$ cat src/hb_timing_pkg.sv
// Package of offsets, field layouts, reset values and timing for the half-bridge timing bank
// Operation
// - Initial-current register holds discharge code 15:10 and charge code 9:4 per bridge.
// - Power-on reset loads discharge codes 001111 and charge codes 001101 everywhere.
// - Initial-current bank index 2:0 selects bridge one to four; 000 after reset.
// - Initial-current index 1xx is invalid; controller avoids it, device writes no bridge and reads the last valid one.
// - Initial-current bit 3 is read-only and always reads zero.
// - Initial-current register resets to 0x3CD0 and sits at address 001 1010.
// - Restart clears initial-current low four bits, keeps bits 15:4.
// - Turn-on register holds 6-bit code at 13:8; bits 15:14 and 7:3 read zero.
// - Turn-on delay applied equals code times 53.3 ns.
// - Turn-on bank index 2:0 selects bridge one to four, bridge one by default.
// - Turn-on index 1xx is invalid; controller avoids writing it.
// - Turn-off register holds code at 13:8, zero reserved bits, address 001 1100.
// - Turn-off delay applied equals code times 53.3 ns, default 640 ns.
// - Turn-off bank index 2:0 selects bridge one to four, bridge one by default.
// - Turn-off index 1xx is invalid; controller avoids writing it.
// - Power-on reset sets both delay registers to 0x0C00.
// - Restart clears delay registers bits 15:14 and 7:0, keeps delay codes.
package hb_timing_pkg;

  // ---------------------------------------------------------------
  // Register addresses
  // ---------------------------------------------------------------
  localparam logic [6:0] ADDR_INIT_CURRENT = 7'h1a;
  localparam logic [6:0] ADDR_TURN_ON = 7'h1b;
  localparam logic [6:0] ADDR_TURN_OFF = 7'h1c;

  // ---------------------------------------------------------------
  // Field layout
  // ---------------------------------------------------------------
  localparam int CODE_W = 6;
  localparam int IDX_MSB = 2;
  localparam int IDX_LSB = 0;
  localparam int RO_ZERO_BIT = 3;
  localparam int DCHG_MSB = 15;
  localparam int DCHG_LSB = 10;
  localparam int CHG_MSB = 9;
  localparam int CHG_LSB = 4;
  localparam int DLY_MSB = 13;
  localparam int DLY_LSB = 8;

  // ---------------------------------------------------------------
  // Reset values
  // ---------------------------------------------------------------
  localparam logic [15:0] RST_INIT_REG = 16'h3cd0;
  localparam logic [15:0] RST_DELAY_REG = 16'h0c00;
  localparam logic [5:0] RST_DCHG_CODE = 6'h0f;
  localparam logic [5:0] RST_CHG_CODE = 6'h0d;
  localparam logic [5:0] RST_DELAY_CODE = 6'h0c;
  localparam logic [2:0] RST_IDX = 3'h0;

  // ---------------------------------------------------------------
  // Timing
  // ---------------------------------------------------------------
  localparam real DELAY_STEP_NS = 53.3;
  localparam real CLK_PERIOD_NS = 4.0;
  localparam int DELAY_STEP_PS = int'(DELAY_STEP_NS * 1000.0);
  localparam int CLK_PERIOD_PS = int'(CLK_PERIOD_NS * 1000.0);
  localparam int CNT_W = 10;

  // Nominal delay rounded up to whole clock cycles
  function automatic logic [CNT_W-1:0] delay_cycles(input logic [CODE_W-1:0] code);
    int ps;
    ps = int'(code) * DELAY_STEP_PS;
    return CNT_W'((ps + CLK_PERIOD_PS - 1) / CLK_PERIOD_PS);
  endfunction : delay_cycles

  function automatic logic idx_valid(input logic [2:0] idx);
    return ~idx[2];
  endfunction : idx_valid

endpackage : hb_timing_pkg

$ cat src/bank_if.sv
// Interface between the register front end and one banked code store
`timescale 1ns/1ps
interface bank_if #(
  parameter int W = 6
);
  logic we;
  logic [1:0] idx;
  logic [W-1:0] wdata;
  logic [3:0][W-1:0] codes;

  modport ctrl(output we, output idx, output wdata, input codes);
  modport store(input we, input idx, input wdata, output codes);
endinterface : bank_if

$ cat src/bank_store.sv
// Four-entry banked code store, one entry per half-bridge
`timescale 1ns/1ps
module bank_store #(
  parameter int W = 6,
  parameter logic [W-1:0] RESET_VAL = '0
) (
  // Clock and reset
  input wire logic i_core_clk,
  input wire logic i_rst_n,
  // Access
  bank_if.store bus
);

  typedef struct packed {
    logic [3:0][W-1:0] entry;
  } store_t;

  store_t st_ff;
  store_t nxt_st;

  always_comb begin
    nxt_st = st_ff;
    if (bus.we) begin
      nxt_st.entry[bus.idx] = bus.wdata;
    end
  end

  // Restart never reaches here, so stored codes survive it
  always_ff @(posedge i_core_clk or negedge i_rst_n) begin
    if (!i_rst_n) begin
      st_ff <= {4{RESET_VAL}};
    end else begin
      st_ff <= nxt_st;
    end
  end

  assign bus.codes = st_ff.entry;
endmodule : bank_store

$ cat src/switch_delay.sv
// Turn-on and turn-off delay of the active transistor for one half-bridge
`timescale 1ns/1ps
module switch_delay (
  // Clock and reset
  input wire logic i_core_clk,
  input wire logic i_rst_n,
  // Command and codes
  input wire logic i_cmd,
  input wire logic [5:0] i_on_code,
  input wire logic [5:0] i_off_code,
  // Delayed drive
  output logic o_drive
);

  typedef struct packed {
    logic drive;
    logic pend;
    logic [hb_timing_pkg::CNT_W-1:0] cnt;
  } dly_t;

  dly_t st_ff;
  dly_t nxt_st;

  // A command that flips back before expiry is dropped as a glitch
  always_comb begin
    nxt_st = st_ff;
    if (i_cmd == st_ff.drive) begin
      nxt_st.pend = 1'b0;
    end else if (!st_ff.pend) begin
      nxt_st.pend = 1'b1;
      nxt_st.cnt = i_cmd ? hb_timing_pkg::delay_cycles(i_on_code)
                         : hb_timing_pkg::delay_cycles(i_off_code);
    end else if (st_ff.cnt == '0) begin
      nxt_st.drive = i_cmd;
      nxt_st.pend = 1'b0;
    end else begin
      nxt_st.cnt = st_ff.cnt - 1'b1;
    end
  end

  always_ff @(posedge i_core_clk or negedge i_rst_n) begin
    if (!i_rst_n) begin
      st_ff <= '0;
    end else begin
      st_ff <= nxt_st;
    end
  end

  assign o_drive = st_ff.drive;
endmodule : switch_delay

$ cat src/hb_timing_bank_regs.sv
// Banked turn-on, turn-off and initial-current registers for four half-bridges
`timescale 1ns/1ps
module hb_timing_bank_regs (
  // Clock and resets
  input wire logic i_core_clk,
  input wire logic i_rst_n,
  input wire logic i_restart,
  // Register access from the frame decoder
  input wire logic i_acc_valid,
  input wire logic i_acc_write,
  input wire logic [6:0] i_acc_addr,
  input wire logic [15:0] i_acc_wdata,
  output logic o_acc_rvalid,
  output logic [15:0] o_acc_rdata,
  // Gate driver side
  input wire logic [3:0] i_gate_cmd,
  output logic [3:0] o_gate_drive,
  output logic [23:0] o_turn_on_delay_code,
  output logic [23:0] o_turn_off_delay_code,
  output logic [23:0] o_init_charge_current_code,
  output logic [23:0] o_init_discharge_current_code
);

  typedef struct packed {
    logic [2:0] init_current_bank_select;
    logic [2:0] turn_on_bank_select;
    logic [2:0] turn_off_bank_select;
    logic [1:0] init_bank;
    logic [1:0] on_bank;
    logic [1:0] off_bank;
    logic rvalid;
    logic [15:0] rdata;
  } regs_t;

  regs_t st_ff;
  regs_t nxt_st;

  bank_if #(.W(6)) on_bus();
  bank_if #(.W(6)) off_bus();
  bank_if #(.W(12)) init_bus();

  // ---------------------------------------------------------------
  // Code stores
  // ---------------------------------------------------------------
  bank_store #(
    .W(6),
    .RESET_VAL(hb_timing_pkg::RST_DELAY_CODE)
  ) u_on_store (
    .i_core_clk(i_core_clk),
    .i_rst_n(i_rst_n),
    .bus(on_bus.store)
  );

  bank_store #(
    .W(6),
    .RESET_VAL(hb_timing_pkg::RST_DELAY_CODE)
  ) u_off_store (
    .i_core_clk(i_core_clk),
    .i_rst_n(i_rst_n),
    .bus(off_bus.store)
  );

  bank_store #(
    .W(12),
    .RESET_VAL({hb_timing_pkg::RST_DCHG_CODE, hb_timing_pkg::RST_CHG_CODE})
  ) u_init_store (
    .i_core_clk(i_core_clk),
    .i_rst_n(i_rst_n),
    .bus(init_bus.store)
  );

  // ---------------------------------------------------------------
  // Helpers
  // ---------------------------------------------------------------
  // Effective bank: the access index if valid, else the last valid one
  function automatic logic [1:0] pick_bank(input logic [2:0] idx, input logic [1:0] last);
    return hb_timing_pkg::idx_valid(idx) ? idx[1:0] : last;
  endfunction : pick_bank

  function automatic logic [15:0] delay_word(input logic [5:0] code, input logic [2:0] idx);
    logic [15:0] w;
    w = '0;
    w[hb_timing_pkg::DLY_MSB:hb_timing_pkg::DLY_LSB] = code;
    w[hb_timing_pkg::IDX_MSB:hb_timing_pkg::IDX_LSB] = idx;
    return w;
  endfunction : delay_word

  // ---------------------------------------------------------------
  // Access decode
  // ---------------------------------------------------------------
  logic [2:0] acc_idx;
  logic [1:0] acc_bank;
  logic [5:0] dchg_w;
  logic [5:0] chg_w;
  logic [5:0] dly_w;

  assign acc_idx = i_acc_wdata[hb_timing_pkg::IDX_MSB:hb_timing_pkg::IDX_LSB];
  assign dchg_w = i_acc_wdata[hb_timing_pkg::DCHG_MSB:hb_timing_pkg::DCHG_LSB];
  assign chg_w = i_acc_wdata[hb_timing_pkg::CHG_MSB:hb_timing_pkg::CHG_LSB];
  assign dly_w = i_acc_wdata[hb_timing_pkg::DLY_MSB:hb_timing_pkg::DLY_LSB];

  always_comb begin
    logic [2:0] idx;
    logic [11:0] ic;
    logic [5:0] dc;
    idx = '0;
    ic = '0;
    dc = '0;
    acc_bank = '0;
    nxt_st = st_ff;
    nxt_st.rvalid = 1'b0;
    on_bus.we = 1'b0;
    on_bus.idx = '0;
    on_bus.wdata = dly_w;
    off_bus.we = 1'b0;
    off_bus.idx = '0;
    off_bus.wdata = dly_w;
    init_bus.we = 1'b0;
    init_bus.idx = '0;
    init_bus.wdata = {dchg_w, chg_w};
    if (i_restart) begin
      // Restart wins over a coinciding access; only index fields clear
      nxt_st.init_current_bank_select = hb_timing_pkg::RST_IDX;
      nxt_st.init_bank = '0;
      nxt_st.turn_on_bank_select = hb_timing_pkg::RST_IDX;
      nxt_st.on_bank = '0;
      nxt_st.turn_off_bank_select = hb_timing_pkg::RST_IDX;
      nxt_st.off_bank = '0;
    end else if (i_acc_valid && i_acc_addr == hb_timing_pkg::ADDR_INIT_CURRENT) begin
      idx = i_acc_write ? acc_idx : st_ff.init_current_bank_select;
      acc_bank = pick_bank(idx, st_ff.init_bank);
      init_bus.idx = acc_bank;
      init_bus.we = i_acc_write && hb_timing_pkg::idx_valid(acc_idx);
      ic = init_bus.we ? {dchg_w, chg_w} : init_bus.codes[acc_bank];
      if (i_acc_write) begin
        nxt_st.init_current_bank_select = acc_idx;
        nxt_st.init_bank = acc_bank;
      end
      nxt_st.rvalid = 1'b1;
      nxt_st.rdata = {ic, 1'b0, idx};
    end else if (i_acc_valid && i_acc_addr == hb_timing_pkg::ADDR_TURN_ON) begin
      idx = i_acc_write ? acc_idx : st_ff.turn_on_bank_select;
      acc_bank = pick_bank(idx, st_ff.on_bank);
      on_bus.idx = acc_bank;
      on_bus.we = i_acc_write && hb_timing_pkg::idx_valid(acc_idx);
      dc = on_bus.we ? dly_w : on_bus.codes[acc_bank];
      if (i_acc_write) begin
        nxt_st.turn_on_bank_select = acc_idx;
        nxt_st.on_bank = acc_bank;
      end
      nxt_st.rvalid = 1'b1;
      nxt_st.rdata = delay_word(dc, idx);
    end else if (i_acc_valid && i_acc_addr == hb_timing_pkg::ADDR_TURN_OFF) begin
      idx = i_acc_write ? acc_idx : st_ff.turn_off_bank_select;
      acc_bank = pick_bank(idx, st_ff.off_bank);
      off_bus.idx = acc_bank;
      off_bus.we = i_acc_write && hb_timing_pkg::idx_valid(acc_idx);
      dc = off_bus.we ? dly_w : off_bus.codes[acc_bank];
      if (i_acc_write) begin
        nxt_st.turn_off_bank_select = acc_idx;
        nxt_st.off_bank = acc_bank;
      end
      nxt_st.rvalid = 1'b1;
      nxt_st.rdata = delay_word(dc, idx);
    end
  end

  // ---------------------------------------------------------------
  // State register
  // ---------------------------------------------------------------
  always_ff @(posedge i_core_clk or negedge i_rst_n) begin
    if (!i_rst_n) begin
      st_ff <= '0;
    end else begin
      st_ff <= nxt_st;
    end
  end

  assign o_acc_rvalid = st_ff.rvalid;
  assign o_acc_rdata = st_ff.rdata;

  // ---------------------------------------------------------------
  // Gate driver side
  // ---------------------------------------------------------------
  assign o_turn_on_delay_code = on_bus.codes;
  assign o_turn_off_delay_code = off_bus.codes;

  for (genvar b = 0; b < 4; b++) begin : g_bridge
    assign o_init_charge_current_code[b*6 +: 6] = init_bus.codes[b][5:0];
    assign o_init_discharge_current_code[b*6 +: 6] = init_bus.codes[b][11:6];

    switch_delay u_delay (
      .i_core_clk(i_core_clk),
      .i_rst_n(i_rst_n),
      .i_cmd(i_gate_cmd[b]),
      .i_on_code(on_bus.codes[b]),
      .i_off_code(off_bus.codes[b]),
      .o_drive(o_gate_drive[b])
    );
  end

  // ---------------------------------------------------------------
  // Access and store checks
  // ---------------------------------------------------------------
  // Accesses the decoder takes; restart and unmapped ones excluded
  logic take_init;
  logic take_on;
  logic take_off;

  assign take_init = i_acc_valid && !i_restart && i_acc_addr == hb_timing_pkg::ADDR_INIT_CURRENT;
  assign take_on = i_acc_valid && !i_restart && i_acc_addr == hb_timing_pkg::ADDR_TURN_ON;
  assign take_off = i_acc_valid && !i_restart && i_acc_addr == hb_timing_pkg::ADDR_TURN_OFF;
endmodule : hb_timing_bank_regs

$ cat config.mk
export PLATFORM = sky130hd
export DESIGN_NAME = hb_timing_bank_regs
export DESIGN_NICKNAME = d
export VERILOG_FILES = /design/src/hb_timing_pkg.sv /design/src/bank_if.sv /design/src/bank_store.sv /design/src/switch_delay.sv /design/src/hb_timing_bank_regs.sv
export SDC_FILE = /design/constraint.sdc
export NUM_CORES = 1
export LEC_CHECK = 0
export BUFFER_PORTS_ARGS = -buffer_cell sky130_fd_sc_hd__buf_2
export CORE_AREA = 10 10 272 274
export DETAILED_ROUTE_END_ITERATION = 10
export DIE_AREA = 0 0 282 284
export GPL_TIMING_DRIVEN = 0
export PLACE_DENSITY = 0.58
export SLEW_MARGIN = 25
export SYNTH_ARGS = -nofsm -noshare
export SYNTH_HDL_FRONTEND = slang
export SYNTH_SLANG_ARGS = --single-unit
$ cat constraint.sdc
create_clock -name i_core_clk -period 13.4 [get_ports i_core_clk]
set_input_delay 0.67 -clock i_core_clk [delete_from_list [all_inputs] [get_ports i_core_clk]]
set_output_delay 0.67 -clock i_core_clk [all_outputs]
set_load 0.005 [all_outputs]
==> flow_summary_export.csv <==
group,metric,value,unit
worst_setup_path,crit_path_start,"u_on_store.bus.codes[18]",
cts,clock_path_buffers,2,
worst_setup_path,slowest_stage,"mux4_2",
logic_synthesis,synthFlopType,"dfrtp_1",
timing,hold_violations,0,
logic_synthesis,yosysMostFrequentCell,"nand2_1",
place,dp_cells,4927,
power_and_ir_drop,power_density,65.8,nW/um^2
die,die_w,282,um
logic_synthesis,yosysTopAreaCell,"dfrtp_1",
cells_and_area,stdcell_count,4962,
cts,cts_tree,"yes",
worst_setup_path,required,13.75,ns
logic_synthesis,yosys_warnings,0,
detailed_routing,wl_per_cell,19.5,um
place,io_buffers,143,
cells_and_area,multi_input_area,24700,um^2
global_routing,antenna_found_initial,4,
global_routing,grt_max_degree,91,
power_and_ir_drop,power.total,0.00218,W
cells_and_area,area.growth.synth_to_final,8.81,%
detailed_routing,drt_iter0_drc,2563,
logic_synthesis,synth_nets,4135,
logic_synthesis,netlist_instances,3899,
cts,clk_pin_slew,0.07,ns
power_and_ir_drop,p_leak,13.8,nW
cts,cts_buffers,17,
cts,cts_root_buffer,"clkbuf_16",
detailed_routing,drt-pass1-iter-count,6,
logic_synthesis,ys_seq_area_share,14.5,%
cells_and_area,final_util,48.6,%
timing,maxSlewViolCount,0,
cts,clkSinkCount,175,
worst_setup_path,cp_max_fo,10,
cells_and_area,drive_gt1_share,16.7,%
global_routing,grt_pass1_vias,28201,
die,start_util,44.7,%
global_routing,overflow,0,
worst_hold_path,holdCritPathClass,"input port to asynchronous set/reset pin",
cts,htreeDepth,4,
logic_synthesis,syn_area_per_cell,7.83,um^2
timing,setup_tns,0,ns
logic_synthesis,synth_edf_count,0,
worst_setup_path,r2r_slack,0.73,ns
timing,final-setup-viol-count,0,
logic_synthesis,syn-cell-area,30500,um^2
timing,fin_crit_sh,94.5,%
cells_and_area,nets,4303,
worst_setup_path,setup.worst_path.start_class,"flop",
timing,relSlewSlack,26.2,%
timing,tightestPinTransition,1.11,ns
place,dpl.hpwl,77.5,mm
detailed_routing,vias_per_cell,6.17,
global_routing,grtUsageTotal,23.2,%
worst_setup_path,cp-endpoint,"g_bridge[3].u_delay.st_ff[0]",
logic_synthesis,synth_common_cells,"nand2_1, nor2_1, o21ai_0",
place,routabilityCongestion,0.930,
detailed_routing,vias,30602,
worst_setup_path,reg2reg_depth,43,
run_status,status,"finished, final reports clean",
logic_synthesis,synth_top_area_share,10.7,%
logic_synthesis,ys_async_sr_fraction,100,%
power_and_ir_drop,vdd_drop_max,0.0632,mV
cells_and_area,final-seq-area,4440,um^2
timing,finClkSkew,0.0148,ns
detailed_routing,routed_wl,96.9,mm
timing,max_freq,78.9,MHz
worst_setup_path,cp_common_cell,"inv_1",
die,row_count,96,
cts,clock_latency,0.47,ns
detailed_routing,ant_nets,0,
timing,fin_crit,12.67,ns
logic_synthesis,ys_top_cells_by_area,"dfrtp_1, ha_1, mux2_2, nand2_1, xnor2_1",
die,io_pins,149,
flow_run,cap_viol_max_count,0,
worst_setup_path,critPathCaptureType,"flop",
logic_synthesis,ys_types,158,
worst_setup_path,critical_path_arrival,13.02,ns
global_routing,grt_pass1_wl,154,mm
cells_and_area,nFillCells,6893,
worst_setup_path,timing.rr.start,"u_on_store.bus.codes[18]",
die,core-area,68300,um^2
die,die_area,80100,um^2
detailed_routing,drc,0,
logic_synthesis,ys_ff_latch,175,
cells_and_area,antenna_cells,0,
worst_setup_path,r2r_end,"g_bridge[3].u_delay.st_ff[0]",
worst_setup_path,worstSetupPathType,"flop to flop",
timing,holdWs,0.0783,ns
die,fp.dieH,284,um
worst_setup_path,cpPeakStageDelay,0.59,ns
[critical path: cells and delay by family (launching register included)]
kind                     cells  cell delay, ns
AO/OA/AOI/OAI               18            5.08
multiplexers                 5            2.03
AND/OR/NAND/NOR              7            1.93
adder cells (fa/ha/maj)      5            1.61
buffers and inverters        6            1.01
XOR/XNOR                     2            0.49
flip-flops                   1            0.42
[cell usage in the layout, fill, tap and decap left out, types with 56 or more instances in the layout]
| cell | netlist | routed |
|---|---|---|
| a211oi_1 | 59 | 58 |
| a21o_1 | 56 | 56 |
| a21oi_1 | 210 | 206 |
| and2_1 | 59 | 59 |
| buf_2 | 37 | 179 |
| clkbuf_1 | 109 | 108 |
| dfrtp_1 | 131 | 128 |
| ha_1 | 180 | 180 |
| inv_1 | 187 | 187 |
| mux2_2 | 117 | 117 |
| mux2i_1 | 91 | 89 |
| nand2_1 | 346 | 346 |
| nand3_1 | 172 | 172 |
| nor2_1 | 285 | 282 |
| nor3_1 | 92 | 91 |
| o211ai_1 | 58 | 58 |
| o21a_1 | 64 | 64 |
| o21ai_0 | 217 | 215 |
| o21ai_1 | 62 | 62 |
| xnor2_1 | 139 | 138 |
| xor2_1 | 78 | 77 |
[through the flow]
stage / cell area [um^2] / setup WS (ns)
final: 33200 / 0.734
after global placement: 32300 / 0.418
after CTS: 33000 / 0.393
after detailed placement: 32400 / 0.447
after global routing: 33200 / -0.0664
after floorplan: 30500 / 2.43
[routing by layer]
layer / up-vias / global-route usage, % / wire length, um
li1: 15155 / - / -
met2: 726 / 36.5 / 43000
met1: 14623 / 31.7 / 45400
met3: 90 / 5.70 / 6840
met5: - / 0 / 54
met4: 8 / 4.51 / 1530
[flip-flops by register name, indices dropped and copies added (netlist names)]
register / cells
u_on_store.bus.codes: 24
st_ff: 15
o_acc_rvalid: 1
o_acc_rdata: 15
u_init_store.bus.codes: 48
u_off_store.bus.codes: 24
g_bridge.u_delay.st_ff: 44
g_bridge.u_delay.o_drive: 4
[how the worst min path moves through the flow]
stage,start,slack (ns),to,cells past startpoint
after floorplan,i_rst_n,0.37,g_bridge[0].u_delay.o_drive,0
after global placement,o_acc_rdata[2],0.46,o_acc_rdata[2],2
after detailed placement,o_acc_rdata[2],0.46,o_acc_rdata[2],2
after CTS,i_rst_n,0.07,g_bridge[3].u_delay.o_drive,1
after global routing,i_rst_n,0.09,g_bridge[3].u_delay.st_ff[5],1
final,i_rst_n,0.08,g_bridge[3].u_delay.st_ff[0],1
[cell type report]
class,instances,share of cell area [%]
tap,882,3.32
inverter,190,2.15
multi-input combinational,3344,74.3
timing repair buffer,149,2.45
sequential,175,13.4
buffer,190,2.68
clock buffer,19,1.36
clock inverter,13,0.373
[report_power, final]
group	total (W)	switching, W	internal (W)
sequential	0.000656	0.0000659	0.000590
clock	0.000505	0.000251	0.000254
combinational	0.00102	0.000631	0.000391
total	0.00218	0.000948	0.00124
[cell families (layout without fill, tap and decap cells)]
group | after synthesis | in the layout | share of synthesized area [%]
AOI/OAI and AO/OA | 1287 | 1287 | 31.5
xor gates and xnor gates | 222 | 222 | 6.56
adders and majority gates | 210 | 210 | 9.15
buffers and inverters | 380 | 561 | 5.24
DFF | 175 | 175 | 14.5
muxes | 247 | 247 | 9.86
other | 1 | 1 | 0.0123
and+or+nand+nor | 1377 | 1377 | 23.1
[repair_timing]
action	4_1_cts	5_1_grt
gates resized for setup	0	34
hold buffers	0	0
buffers inserted	0	3
setup endpoints to repair	0	7
No activity file was read; power rests on OpenSTA's default activity.
